===== config.mk =====
export PLATFORM = sky130hd
export DESIGN_NAME = pixel_fix_control_registers
export DESIGN_NICKNAME = d
export VERILOG_FILES = /design/src/pixfix_regs_pkg.sv /design/src/pixel_fix_control_registers.sv /design/src/sticky_flags.sv /design/src/event_counter.sv
export SDC_FILE = /design/constraint.sdc
export NUM_CORES = 1
export LEC_CHECK = 0
export ABC_AREA = 1
export BUFFER_PORTS_ARGS = -buffer_cell sky130_fd_sc_hd__buf_2
export CAP_MARGIN = 20
export CORE_MARGIN = 4
export CORE_UTILIZATION = 40
export DETAILED_ROUTE_END_ITERATION = 10
export PLACE_DENSITY = 0.66
export SYNTH_ARGS = -nofsm -noshare
export SYNTH_HDL_FRONTEND = slang
export SYNTH_SLANG_ARGS = --single-unit

===== constraint.sdc =====
create_clock -name clk_i -period 2 [get_ports clk_i]
set_clock_uncertainty 0.1 [all_clocks]
set_input_delay 0.1 -clock clk_i [delete_from_list [all_inputs] [get_ports clk_i]]
set_output_delay 0.1 -clock clk_i [all_outputs]
set_load 0.02 [all_outputs]

===== src/pixfix_regs_pkg.sv =====
// Register map, field layout and reset constants of the pixel-fix control bank.
package pixfix_regs_pkg;

   localparam int ADDR_W = 12;
   localparam int DATA_W = 32;

   // Byte offsets of the registers.
   localparam logic [11:0] OFS_CORE_CONTROL = 12'h000;
   localparam logic [11:0] OFS_EVENT_FLAGS = 12'h004;
   localparam logic [11:0] OFS_FRAMING_FAULTS = 12'h008;
   localparam logic [11:0] OFS_INTERRUPT_MASK = 12'h00C;
   localparam logic [11:0] OFS_HW_IDENTITY = 12'h010;
   localparam logic [11:0] OFS_FRAME_COUNTER = 12'h014;
   localparam logic [11:0] OFS_LINE_COUNTER = 12'h018;
   localparam logic [11:0] OFS_PIXEL_COUNTER = 12'h01C;
   localparam logic [11:0] OFS_FRAME_DIMENSIONS = 12'h020;
   localparam logic [11:0] OFS_TEMPORAL_TOLERANCE = 12'h100;
   localparam logic [11:0] OFS_SPATIAL_TOLERANCE = 12'h104;
   localparam logic [11:0] OFS_PERSISTENCE_FRAMES = 12'h108;
   localparam logic [11:0] OFS_CANDIDATE_COUNT = 12'h10C;
   localparam logic [11:0] OFS_CORRECTED_COUNT = 12'h120;

   // Bit positions in core_control.
   localparam int CTL_RUN = 0;
   localparam int CTL_COMMIT = 1;
   localparam int CTL_BYPASS = 4;
   localparam int CTL_PATTERN = 5;
   localparam int CTL_FSYNC_RST = 30;
   localparam int CTL_SOFT_RST = 31;
   localparam logic [31:0] CTL_RESET = 32'h0000_0000;

   // Bit positions in event_flags.
   localparam int FLAG_W = 17;
   localparam int FLG_BEGUN = 0;
   localparam int FLG_DONE = 1;
   localparam int FLG_INPUT_ERR = 16;

   // Bits of framing_faults: line short, line long, frame short, frame long.
   localparam int FAULT_W = 4;

   // Field layout of the hw_identity word.
   localparam int ID_REV_LSB = 0;
   localparam int ID_FIX_LSB = 8;
   localparam int ID_SUB_LSB = 12;
   localparam int ID_MINOR_LSB = 16;
   localparam int ID_MAJOR_LSB = 24;

   // Field layout of double-buffered settings.
   localparam int SIZE_W = 13;
   localparam int PIX_LSB = 0;
   localparam int LINES_LSB = 16;
   localparam int TEMPORAL_W = 12;
   localparam int SPATIAL_W = 16;
   localparam int AGE_W = 16;

   // Build-time defaults of the settings.
   localparam logic [12:0] DEF_PIXELS = 13'h0780;
   localparam logic [12:0] DEF_LINES = 13'h0438;
   localparam logic [11:0] DEF_TEMPORAL = 12'h010;
   localparam logic [15:0] DEF_SPATIAL = 16'h0008;
   localparam logic [15:0] DEF_AGE = 16'h0100;

   localparam logic [1:0] RESP_OKAY = 2'h0;

endpackage : pixfix_regs_pkg


===== src/pixel_fix_control_registers.sv =====
// Control and status register bank of the defective-pixel correction core.
`timescale 1ns/1ps
module pixel_fix_control_registers #(
   parameter bit HAS_REG_PORT = 1'b1,
   parameter bit DEBUG_EN = 1'b1,
   // Identity fields; the values are arbitrary.
   parameter logic [7:0] ID_REVISION = 8'h01,
   parameter logic [3:0] ID_FIX_LEVEL = 4'h0,
   parameter logic [3:0] ID_SUB_RELEASE = 4'h0,
   parameter logic [7:0] ID_MINOR = 8'h00,
   parameter logic [7:0] ID_MAJOR = 8'h01
) (
   input wire logic clk_i,
   input wire logic reset_n_i,
   input wire logic s_axi_aclken_i,
   input wire logic s_axi_awvalid_i,
   output logic s_axi_awready_o,
   input wire logic [31:0] s_axi_awaddr_i,
   input wire logic s_axi_wvalid_i,
   output logic s_axi_wready_o,
   input wire logic [31:0] s_axi_wdata_i,
   output logic [1:0] s_axi_bresp_o,
   output logic s_axi_bvalid_o,
   input wire logic s_axi_bready_i,
   input wire logic s_axi_arvalid_i,
   output logic s_axi_arready_o,
   input wire logic [31:0] s_axi_araddr_i,
   output logic s_axi_rvalid_o,
   input wire logic s_axi_rready_i,
   output logic [31:0] s_axi_rdata_o,
   output logic [1:0] s_axi_rresp_o,
   input wire logic frame_start_i,
   input wire logic frame_end_i,
   input wire logic line_end_i,
   input wire logic pixel_done_i,
   input wire logic [3:0] framing_fault_i,
   input wire logic [31:0] candidates_i,
   input wire logic [31:0] corrected_i,
   output logic core_run_o,
   output logic core_reset_o,
   output logic bypass_o,
   output logic test_pattern_o,
   output logic [12:0] active_pixels_o,
   output logic [12:0] active_lines_o,
   output logic [11:0] temporal_tolerance_o,
   output logic [15:0] spatial_tolerance_o,
   output logic [15:0] persistence_frames_o,
   output logic irq_o
);

   localparam int FW = pixfix_regs_pkg::FLAG_W;
   localparam int EW = pixfix_regs_pkg::FAULT_W;
   localparam int SW = pixfix_regs_pkg::SIZE_W;
   localparam int TW = pixfix_regs_pkg::TEMPORAL_W;
   localparam int PW = pixfix_regs_pkg::SPATIAL_W;
   localparam int AW = pixfix_regs_pkg::AGE_W;
   localparam logic RUN_DEFAULT = !HAS_REG_PORT;

   // Bus handshake state.
   logic awready_r;
   logic wready_r;
   logic bvalid_r;
   logic arready_r;
   logic rvalid_r;
   logic [31:0] rdata_r;

   // Control and settings state.
   logic run_r;
   logic commit_r;
   logic bypass_r;
   logic pattern_r;
   logic fsync_r;
   logic soft_r;
   logic [16:0] mask_r;
   logic [SW-1:0] cpu_pixels_r;
   logic [SW-1:0] cpu_lines_r;
   logic [TW-1:0] cpu_temporal_r;
   logic [PW-1:0] cpu_spatial_r;
   logic [AW-1:0] cpu_age_r;
   logic [SW-1:0] act_pixels_r;
   logic [SW-1:0] act_lines_r;
   logic [TW-1:0] act_temporal_r;
   logic [PW-1:0] act_spatial_r;
   logic [AW-1:0] act_age_r;
   logic [31:0] cand_r;
   logic [31:0] corr_r;
   logic frame_active_r;
   logic core_reset_r;
   logic irq_r;

   // Write path decode.
   wire bus_en = s_axi_aclken_i;
   wire wr_fire = bus_en && awready_r && wready_r;
   wire wr_go = wr_fire && HAS_REG_PORT;
   wire [11:0] wr_ofs = {s_axi_awaddr_i[11:2], 2'b00};
   wire [31:0] wd = s_axi_wdata_i;
   wire wr_ctl = wr_go && (wr_ofs == pixfix_regs_pkg::OFS_CORE_CONTROL);
   wire wr_evt = wr_go && (wr_ofs == pixfix_regs_pkg::OFS_EVENT_FLAGS);
   wire wr_flt = wr_go && (wr_ofs == pixfix_regs_pkg::OFS_FRAMING_FAULTS);
   wire wr_msk = wr_go && (wr_ofs == pixfix_regs_pkg::OFS_INTERRUPT_MASK);
   wire wr_dim = wr_go && (wr_ofs == pixfix_regs_pkg::OFS_FRAME_DIMENSIONS);
   wire wr_tmp = wr_go && (wr_ofs == pixfix_regs_pkg::OFS_TEMPORAL_TOLERANCE);
   wire wr_spa = wr_go && (wr_ofs == pixfix_regs_pkg::OFS_SPATIAL_TOLERANCE);
   wire wr_age = wr_go && (wr_ofs == pixfix_regs_pkg::OFS_PERSISTENCE_FRAMES);

   // The immediate reset wipes flags, counters, settings and statistics, but not the control word or interrupt mask, while the bit stays set.
   wire soft_wipe = soft_r;

   // A frame-synchronised reset fires at frame end, or at once between frames.
   wire fsync_fire = fsync_r && (!frame_active_r || frame_end_i);
   wire core_wipe = soft_wipe || fsync_fire;

   // Settings move to the active set only at frame end with commit set.
   wire commit_now = frame_end_i && commit_r;

   // Event sources.
   logic [FW-1:0] evt_set;
   logic [FW-1:0] evt_clr;
   logic [FW-1:0] evt_q;
   logic [EW-1:0] flt_q;
   logic [EW-1:0] flt_clr;

   always_comb begin
      evt_set = '0;
      evt_set[pixfix_regs_pkg::FLG_BEGUN] = frame_start_i;
      evt_set[pixfix_regs_pkg::FLG_DONE] = frame_end_i;
      evt_set[pixfix_regs_pkg::FLG_INPUT_ERR] = |framing_fault_i;
      evt_clr = wr_evt ? wd[FW-1:0] : '0;
      flt_clr = wr_flt ? wd[EW-1:0] : '0;
   end

   sticky_flags #(
      .W(FW)
   ) u_event_flags (
      .clk_i(clk_i),
      .reset_n_i(reset_n_i),
      .wipe_i(core_wipe),
      .set_i(evt_set),
      .clr_i(evt_clr),
      .flags_o(evt_q)
   );

   sticky_flags #(
      .W(EW)
   ) u_framing_faults (
      .clk_i(clk_i),
      .reset_n_i(reset_n_i),
      .wipe_i(core_wipe),
      .set_i(framing_fault_i),
      .clr_i(flt_clr),
      .flags_o(flt_q)
   );

   // Debug throughput counters; they count and read back non-zero only in debug builds.
   logic [31:0] frames_q;
   logic [31:0] lines_q;
   logic [31:0] pixels_q;

   event_counter #(
      .W(32)
   ) u_frame_counter (
      .clk_i(clk_i),
      .reset_n_i(reset_n_i),
      .clear_i(core_wipe),
      .inc_i(DEBUG_EN && frame_end_i),
      .count_o(frames_q)
   );

   event_counter #(
      .W(32)
   ) u_line_counter (
      .clk_i(clk_i),
      .reset_n_i(reset_n_i),
      .clear_i(core_wipe),
      .inc_i(DEBUG_EN && line_end_i),
      .count_o(lines_q)
   );

   event_counter #(
      .W(32)
   ) u_pixel_counter (
      .clk_i(clk_i),
      .reset_n_i(reset_n_i),
      .clear_i(core_wipe),
      .inc_i(DEBUG_EN && pixel_done_i),
      .count_o(pixels_q)
   );

   // Read data selection.
   wire [11:0] rd_ofs = {s_axi_araddr_i[11:2], 2'b00};
   wire [31:0] ctl_word = ({31'h0000_0000, run_r} << pixfix_regs_pkg::CTL_RUN)
      | ({31'h0000_0000, commit_r} << pixfix_regs_pkg::CTL_COMMIT)
      | ({31'h0000_0000, bypass_r} << pixfix_regs_pkg::CTL_BYPASS)
      | ({31'h0000_0000, pattern_r} << pixfix_regs_pkg::CTL_PATTERN)
      | ({31'h0000_0000, fsync_r} << pixfix_regs_pkg::CTL_FSYNC_RST)
      | ({31'h0000_0000, soft_r} << pixfix_regs_pkg::CTL_SOFT_RST);
   wire [31:0] id_word = ({24'h00_0000, ID_REVISION} << pixfix_regs_pkg::ID_REV_LSB)
      | ({28'h000_0000, ID_FIX_LEVEL} << pixfix_regs_pkg::ID_FIX_LSB)
      | ({28'h000_0000, ID_SUB_RELEASE} << pixfix_regs_pkg::ID_SUB_LSB)
      | ({24'h00_0000, ID_MINOR} << pixfix_regs_pkg::ID_MINOR_LSB)
      | ({24'h00_0000, ID_MAJOR} << pixfix_regs_pkg::ID_MAJOR_LSB);
   wire [31:0] dim_word = ({19'h0_0000, cpu_pixels_r} << pixfix_regs_pkg::PIX_LSB)
      | ({19'h0_0000, cpu_lines_r} << pixfix_regs_pkg::LINES_LSB);
   logic [31:0] rd_word;

   always_comb begin
      rd_word = 32'h0000_0000;
      unique case (rd_ofs)
         pixfix_regs_pkg::OFS_CORE_CONTROL: rd_word = ctl_word;
         pixfix_regs_pkg::OFS_EVENT_FLAGS: rd_word = {15'h0000, evt_q};
         pixfix_regs_pkg::OFS_FRAMING_FAULTS: rd_word = {28'h000_0000, flt_q};
         pixfix_regs_pkg::OFS_INTERRUPT_MASK: rd_word = {15'h0000, mask_r};
         pixfix_regs_pkg::OFS_HW_IDENTITY: rd_word = id_word;
         pixfix_regs_pkg::OFS_FRAME_COUNTER: rd_word = DEBUG_EN ? frames_q : '0;
         pixfix_regs_pkg::OFS_LINE_COUNTER: rd_word = DEBUG_EN ? lines_q : '0;
         pixfix_regs_pkg::OFS_PIXEL_COUNTER: rd_word = DEBUG_EN ? pixels_q : '0;
         pixfix_regs_pkg::OFS_FRAME_DIMENSIONS: rd_word = dim_word;
         pixfix_regs_pkg::OFS_TEMPORAL_TOLERANCE: rd_word = {20'h0_0000, cpu_temporal_r};
         pixfix_regs_pkg::OFS_SPATIAL_TOLERANCE: rd_word = {16'h0000, cpu_spatial_r};
         pixfix_regs_pkg::OFS_PERSISTENCE_FRAMES: rd_word = {16'h0000, cpu_age_r};
         pixfix_regs_pkg::OFS_CANDIDATE_COUNT: rd_word = cand_r;
         pixfix_regs_pkg::OFS_CORRECTED_COUNT: rd_word = corr_r;
         default: rd_word = 32'h0000_0000;
      endcase
   end

   // Write channel: address and data are taken together, one at a time.
   always_ff @(posedge clk_i or negedge reset_n_i) begin
      if (!reset_n_i) begin
         awready_r <= 1'b0;
         wready_r <= 1'b0;
         bvalid_r <= 1'b0;
      end else if (bus_en) begin
         awready_r <= s_axi_awvalid_i && s_axi_wvalid_i && !bvalid_r && !awready_r;
         wready_r <= s_axi_awvalid_i && s_axi_wvalid_i && !bvalid_r && !awready_r;
         if (wr_fire) begin
            bvalid_r <= 1'b1;
         end else if (s_axi_bready_i) begin
            bvalid_r <= 1'b0;
         end
      end
   end

   // Read channel: one read outstanding, data held until taken.
   always_ff @(posedge clk_i or negedge reset_n_i) begin
      if (!reset_n_i) begin
         arready_r <= 1'b0;
         rvalid_r <= 1'b0;
         rdata_r <= 32'h0000_0000;
      end else if (bus_en) begin
         arready_r <= s_axi_arvalid_i && !rvalid_r && !arready_r;
         if (arready_r && s_axi_arvalid_i) begin
            rvalid_r <= 1'b1;
            rdata_r <= rd_word;
         end else if (s_axi_rready_i) begin
            rvalid_r <= 1'b0;
         end
      end
   end

   // Control word. Software setting the frame-sync bit wins over its self-clear.
   always_ff @(posedge clk_i or negedge reset_n_i) begin
      if (!reset_n_i) begin
         run_r <= RUN_DEFAULT;
         commit_r <= 1'b0;
         bypass_r <= 1'b0;
         pattern_r <= 1'b0;
         fsync_r <= 1'b0;
         soft_r <= 1'b0;
      end else if (wr_ctl) begin
         run_r <= wd[pixfix_regs_pkg::CTL_RUN];
         commit_r <= wd[pixfix_regs_pkg::CTL_COMMIT];
         bypass_r <= wd[pixfix_regs_pkg::CTL_BYPASS];
         pattern_r <= wd[pixfix_regs_pkg::CTL_PATTERN];
         fsync_r <= wd[pixfix_regs_pkg::CTL_FSYNC_RST];
         soft_r <= wd[pixfix_regs_pkg::CTL_SOFT_RST];
      end else if (fsync_fire) begin
         fsync_r <= 1'b0;
      end
   end

   always_ff @(posedge clk_i or negedge reset_n_i) begin
      if (!reset_n_i) begin
         mask_r <= '0;
      end else if (wr_msk) begin
         mask_r <= wd[FW-1:0];
      end
   end

   // Processor copy of the double-buffered settings.
   always_ff @(posedge clk_i or negedge reset_n_i) begin
      if (!reset_n_i) begin
         cpu_pixels_r <= pixfix_regs_pkg::DEF_PIXELS;
         cpu_lines_r <= pixfix_regs_pkg::DEF_LINES;
         cpu_temporal_r <= pixfix_regs_pkg::DEF_TEMPORAL;
         cpu_spatial_r <= pixfix_regs_pkg::DEF_SPATIAL;
         cpu_age_r <= pixfix_regs_pkg::DEF_AGE;
      end else if (core_wipe) begin
         cpu_pixels_r <= pixfix_regs_pkg::DEF_PIXELS;
         cpu_lines_r <= pixfix_regs_pkg::DEF_LINES;
         cpu_temporal_r <= pixfix_regs_pkg::DEF_TEMPORAL;
         cpu_spatial_r <= pixfix_regs_pkg::DEF_SPATIAL;
         cpu_age_r <= pixfix_regs_pkg::DEF_AGE;
      end else begin
         if (wr_dim) begin
            cpu_pixels_r <= wd[pixfix_regs_pkg::PIX_LSB +: SW];
            cpu_lines_r <= wd[pixfix_regs_pkg::LINES_LSB +: SW];
         end
         if (wr_tmp) begin
            cpu_temporal_r <= wd[TW-1:0];
         end
         if (wr_spa) begin
            cpu_spatial_r <= wd[PW-1:0];
         end
         if (wr_age) begin
            cpu_age_r <= wd[AW-1:0];
         end
      end
   end

   // Active copy, used by the datapath.
   always_ff @(posedge clk_i or negedge reset_n_i) begin
      if (!reset_n_i) begin
         act_pixels_r <= pixfix_regs_pkg::DEF_PIXELS;
         act_lines_r <= pixfix_regs_pkg::DEF_LINES;
         act_temporal_r <= pixfix_regs_pkg::DEF_TEMPORAL;
         act_spatial_r <= pixfix_regs_pkg::DEF_SPATIAL;
         act_age_r <= pixfix_regs_pkg::DEF_AGE;
      end else if (core_wipe) begin
         act_pixels_r <= pixfix_regs_pkg::DEF_PIXELS;
         act_lines_r <= pixfix_regs_pkg::DEF_LINES;
         act_temporal_r <= pixfix_regs_pkg::DEF_TEMPORAL;
         act_spatial_r <= pixfix_regs_pkg::DEF_SPATIAL;
         act_age_r <= pixfix_regs_pkg::DEF_AGE;
      end else if (commit_now) begin
         act_pixels_r <= cpu_pixels_r;
         act_lines_r <= cpu_lines_r;
         act_temporal_r <= cpu_temporal_r;
         act_spatial_r <= cpu_spatial_r;
         act_age_r <= cpu_age_r;
      end
   end

   // Frame tracking and previous-frame statistics.
   always_ff @(posedge clk_i or negedge reset_n_i) begin
      if (!reset_n_i) begin
         frame_active_r <= 1'b0;
         cand_r <= 32'h0000_0000;
         corr_r <= 32'h0000_0000;
      end else if (core_wipe) begin
         frame_active_r <= 1'b0;
         cand_r <= 32'h0000_0000;
         corr_r <= 32'h0000_0000;
      end else begin
         if (frame_start_i) begin
            frame_active_r <= 1'b1;
         end else if (frame_end_i) begin
            frame_active_r <= 1'b0;
         end
         if (frame_end_i) begin
            cand_r <= candidates_i;
            corr_r <= corrected_i;
         end
      end
   end

   // Core-facing outputs, all registered.
   always_ff @(posedge clk_i or negedge reset_n_i) begin
      if (!reset_n_i) begin
         core_reset_r <= 1'b0;
         irq_r <= 1'b0;
      end else begin
         core_reset_r <= core_wipe;
         irq_r <= |(evt_q & mask_r);
      end
   end

   assign s_axi_awready_o = awready_r;
   assign s_axi_wready_o = wready_r;
   assign s_axi_bvalid_o = bvalid_r;
   assign s_axi_bresp_o = pixfix_regs_pkg::RESP_OKAY;
   assign s_axi_arready_o = arready_r;
   assign s_axi_rvalid_o = rvalid_r;
   assign s_axi_rdata_o = rdata_r;
   assign s_axi_rresp_o = pixfix_regs_pkg::RESP_OKAY;
   assign core_run_o = run_r;
   assign core_reset_o = core_reset_r;
   assign bypass_o = DEBUG_EN && bypass_r;
   assign test_pattern_o = DEBUG_EN && pattern_r;
   assign active_pixels_o = act_pixels_r;
   assign active_lines_o = act_lines_r;
   assign temporal_tolerance_o = act_temporal_r;
   assign spatial_tolerance_o = act_spatial_r;
   assign persistence_frames_o = act_age_r;
   assign irq_o = irq_r;

endmodule : pixel_fix_control_registers


===== src/sticky_flags.sv =====
// Sticky event flags with write-one-to-clear, set winning over clear.
`timescale 1ns/1ps
module sticky_flags #(
   parameter int W = 4
) (
   input wire logic clk_i,
   input wire logic reset_n_i,
   input wire logic wipe_i,
   input wire logic [W-1:0] set_i,
   input wire logic [W-1:0] clr_i,
   output logic [W-1:0] flags_o
);

   logic [W-1:0] flags_nxt;

   assign flags_nxt = wipe_i ? '0 : ((flags_o & ~clr_i) | set_i);

   always_ff @(posedge clk_i or negedge reset_n_i) begin
      if (!reset_n_i) begin
         flags_o <= '0;
      end else begin
         flags_o <= flags_nxt;
      end
   end

endmodule : sticky_flags


===== src/event_counter.sv =====
// Free-running event counter with a synchronous clear.
`timescale 1ns/1ps
module event_counter #(
   parameter int W = 32
) (
   input wire logic clk_i,
   input wire logic reset_n_i,
   input wire logic clear_i,
   input wire logic inc_i,
   output logic [W-1:0] count_o
);

   always_ff @(posedge clk_i or negedge reset_n_i) begin
      if (!reset_n_i) begin
         count_o <= '0;
      end else if (clear_i) begin
         count_o <= '0;
      end else if (inc_i) begin
         count_o <= count_o + 1'b1;
      end
   end

endmodule : event_counter


==> results.toml <==
[synth]
post_synth_inst_count = 2523
synth_area_leader_cell = "sky130_fd_sc_hd__dfrtp_1"
portion_of_the_post_synthesis_area_used_by_sequential_elements = 0.484
ys_ff_latch = 383
area_contributors_post_synth = "sky130_fd_sc_hd__dfrtp_1, sky130_fd_sc_hd__nand2_1, sky130_fd_sc_hd__inv_1, sky130_fd_sc_hd__o21ai_0, sky130_fd_sc_hd__nand3_1"
yosysUniqueCellTypes = 47
synth.top_cell.area_share = 0.455
synth_area_mm2 = 0.0199
syn_avg_cell_area_um2 = 7.88
synthesis.yosys.warnings = 0

[sta]
finalSetupViolCount = 0
fmaxAchievable_mhz = 513
worst_slew_slack_as_a_fraction_of_its_limit = 0.525
total_count_of_hold_check_failures_in_the_final_report = 0
worst_slew_pin_slew_ps = 711
finalCriticalPeriod_ps = 1950
timing_max_transition_violations_final = 0
worst_slack_ps = 50.8
timing.final.crit_share = 0.975

[floorplan]
die-area_mm2 = 0.0533
die_height_um = 231
floorplan.die.width_um = 231
initial_core_util = 0.405
boundaryPins = 292
fp-row-count = 81
core_region_area_mm2 = 0.0491

[setup_path]
crit_chain = "nand2_2 -> a21oi_4 -> clkinv_2 -> nor2_1 -> inv_1 -> buf_4 -> o21ai_0"
r2r-start = "frame_active_r$_DFFE_PN0P_"
crit_path_start_kind = "register"
worst_path_arrival_ps = 2300
critPathLaunch = "frame_active_r$_DFFE_PN0P_"
worst-path-max-fanout = 35
timing.critical_path.buf_inv = 3
cpLargestDelayFamily = "buffers and inverters"
crit_slowest_cell = "sky130_fd_sc_hd__dfrtp_1"
crit_type = "register to register"
timing.critical_path.required_ps = 2360
critical_path.endpoint_type = "register"
max_stage_delay_ps = 370

[global_routing]
global_route.usage.total = 0.280
number_of_global_route_vias_before_repair = 19400
grt_antenna_before_repair = 2
grt_start_max_net_pins = 84
grt_pass1_wl_um = 116000
grt-ovfl-total = 0

[detailed_routing]
wl_per_cell_um = 20.8
detail_route.vias_per_cell = 5.35
first_pass_iteration_count_of_the_detailed_router = 6
drt_iter0_drc = 1798
wl_um = 75800
route.antenna.remaining_nets = 0
vias = 19500
drc_violations = 0

[hold_path]
hold_path.class = "input pin to register"
hp-start = "s_axi_awaddr_i[6]"

[clocking]
tritoncts = "built"
clk_latency_ps = 590
cts.reportedPaths.clkPinSlew_ps = 60
cts_htree_levels = 2
clockRootBuffer = "sky130_fd_sc_hd__clkbuf_16"
numCtsBuffers = 43
cts.sinks = 383
cts.path.max_buffers = 3

[layout]
area_occupied_by_multi_input_gates_mm2 = 0.00839
finalCoreUtilization = 0.514
share_of_layout_cells_above_drive_strength_1 = 0.194
area.growth.synth_to_final_pct = 26.9
num-fill-cells = 4726
ff_latch_area_mm2 = 0.00962
final_nets = 3129

[outcome]
run_status = "completed"

[placement]
place_congestion = 1.01
detailedPlace.worstSlack_ps = 34.6
hpwl_um = 55900
port-buffer-count = 242

[power]
static-leakage-power_nw = 12.9
power.density_cell_area_mw_per_mm2 = 884
worst_ir_drop_vdd_uv = 556

[flow_run]
drv_cap = 0
placed cells by master (no fill, tap or decap), types with 6 or more instances in the layout:
cell	synthesis	routed
sky130_fd_sc_hd__nor2_1	267	264
sky130_fd_sc_hd__dfstp_2	22	22
sky130_fd_sc_hd__inv_1	315	315
sky130_fd_sc_hd__clkinv_2	0	8
sky130_fd_sc_hd__nand3_1	215	215
sky130_fd_sc_hd__nor3_2	5	7
sky130_fd_sc_hd__clkbuf_8	0	6
sky130_fd_sc_hd__nand4_1	54	54
sky130_fd_sc_hd__o21ai_0	224	224
sky130_fd_sc_hd__buf_4	18	106
sky130_fd_sc_hd__a31oi_1	13	13
sky130_fd_sc_hd__bufinv_16	0	7
sky130_fd_sc_hd__nand2_1	564	563
sky130_fd_sc_hd__dfrtp_1	361	358
sky130_fd_sc_hd__dlygate4sd3_1	0	123
sky130_fd_sc_hd__clkbuf_16	0	44
sky130_fd_sc_hd__nor2_4	8	9
sky130_fd_sc_hd__clkbuf_1	22	10
sky130_fd_sc_hd__mux2_4	39	39
sky130_fd_sc_hd__nand2_2	13	14
sky130_fd_sc_hd__a21oi_1	106	106
sky130_fd_sc_hd__buf_12	0	20
sky130_fd_sc_hd__nor3_1	48	46
sky130_fd_sc_hd__inv_2	8	7
sky130_fd_sc_hd__nor2_2	23	25
sky130_fd_sc_hd__o21ai_1	66	66
sky130_fd_sc_hd__o211ai_1	17	17
sky130_fd_sc_hd__buf_2	39	241
worst reg2reg max path, delay by kind of cell, from the launching register on:
kind / cells / cell delay, ps
compound gates: 2 / 530
buf+inv: 3 / 570
flops: 1 / 370
simple gates: 2 / 250
per-layer routing:
metal / vias up / global-route usage / part of all wire / routed length, um
met3: 204 / 0.0370 / 0.063 / 4750
met5: - / 0 / 0 / 0
met1: 9433 / 0.364 / 0.41 / 30700
li1: 9041 / - / - / -
met2: 838 / 0.461 / 0.47 / 35800
met4: 0 / 0.143 / 0.059 / 4470
sequential cells by signal, summed over array words and instances (netlist names), 16 cells and up:
name / count
cand_r: 32
corr_r: 32
cpu_age_r: 16
cpu_spatial_r: 16
mask_r: 17
persistence_frames_o: 16
s_axi_rdata_o: 32
spatial_tolerance_o: 16
u_event_flags.flags_o: 17
u_frame_counter.count_o: 32
u_line_counter.count_o: 32
u_pixel_counter.count_o: 32
what timing repair did:
action | CTS | global route
setup buffers | 0 | 5
gates resized for setup | 0 | 12
endpoints found under the hold margin | 562 | 0
setup endpoints to repair | 0 | 19
hold buffers | 126 | 0
kinds of logic after synthesis:
logic type,after synthesis,synth area share
other,1,0.000189
muxes,42,0.0312
DFF,383,0.484
AOI/OAI and AO/OA,441,0.117
adders and majority gates,3,0.00189
and+or+nand+nor,1214,0.268
buffers and inverters,436,0.0965
xor gates and xnor gates,3,0.00132
synth_stat cells (all sizes together):
master  number
nand2      578
dfrtp      361
inv        324
nor2       298
o21ai      291
nand3      215
a21oi      107
buf         87
nand4       56
nor3        56
mux2        42
clkbuf      25
dfstp       22
o211ai      17
a31oi       13
a221oi       4
nor3b        4
nor4         4
ha           3
o21a         3
o22ai        3
xnor2        3
a211oi       1
a21o         1
a41oi        1
and3         1
conb         1
nand3b       1
or2          1
cell type report:
type | count | area share
antenna | 2 | 0.000198
clock buffer | 60 | 0.0484
clock inverter | 18 | 0.0114
inverter | 324 | 0.0484
multi-input combinational | 1707 | 0.333
sequential | 383 | 0.381
tap | 664 | 0.0329
timing repair buffer | 491 | 0.145
worst paths after layout:
check	end	slack, ps	depth (start not counted)
worst min register to register	u_frame_counter.count_o[14]$_DFFE_PN0P_	370	1
worst max-delay path	cand_r[24]$_DFFE_PN0P_	50	7
max in group asynchronous	u_framing_faults.flags_o[2]$_DFF_PN0_	490	3
worst max register to register	cand_r[24]$_DFFE_PN0P_	50	7
min in group asynchronous	cpu_age_r[8]$_DFFE_PN1P_	170	2
worst min-delay path	cpu_spatial_r[1]$_DFFE_PN0P_	30	7
metrics by stage:
| step | setup TNS (ps) | hold WS [ps] | instance area, um2 | total power, W | std cells |
|---|---|---|---|---|---|
| floorplan | 0 | -296 | 19900 | 0.0116 | 2526 |
| global route | -3.34 | 64.1 | 25200 | 0.0233 | 3649 |
| detailed placement | 0 | 7.59 | 22400 | 0.0135 | 3440 |
| finish | 0 | 34.0 | 25200 | 0.0223 | 3649 |
| CTS | 0 | 2.87 | 25200 | 0.0223 | 3644 |
| global placement | 0 | -0.403 | 22400 | 0.0134 | 3440 |
where the power goes:
part | internal, W | total [W] | switching, W
combinational | 0.00150 | 0.00420 | 0.00270
sequential | 0.00873 | 0.00953 | 0.000801
clock | 0.00518 | 0.00856 | 0.00338
total | 0.0154 | 0.0223 | 0.00688
(Power assumes the default switching activity.)
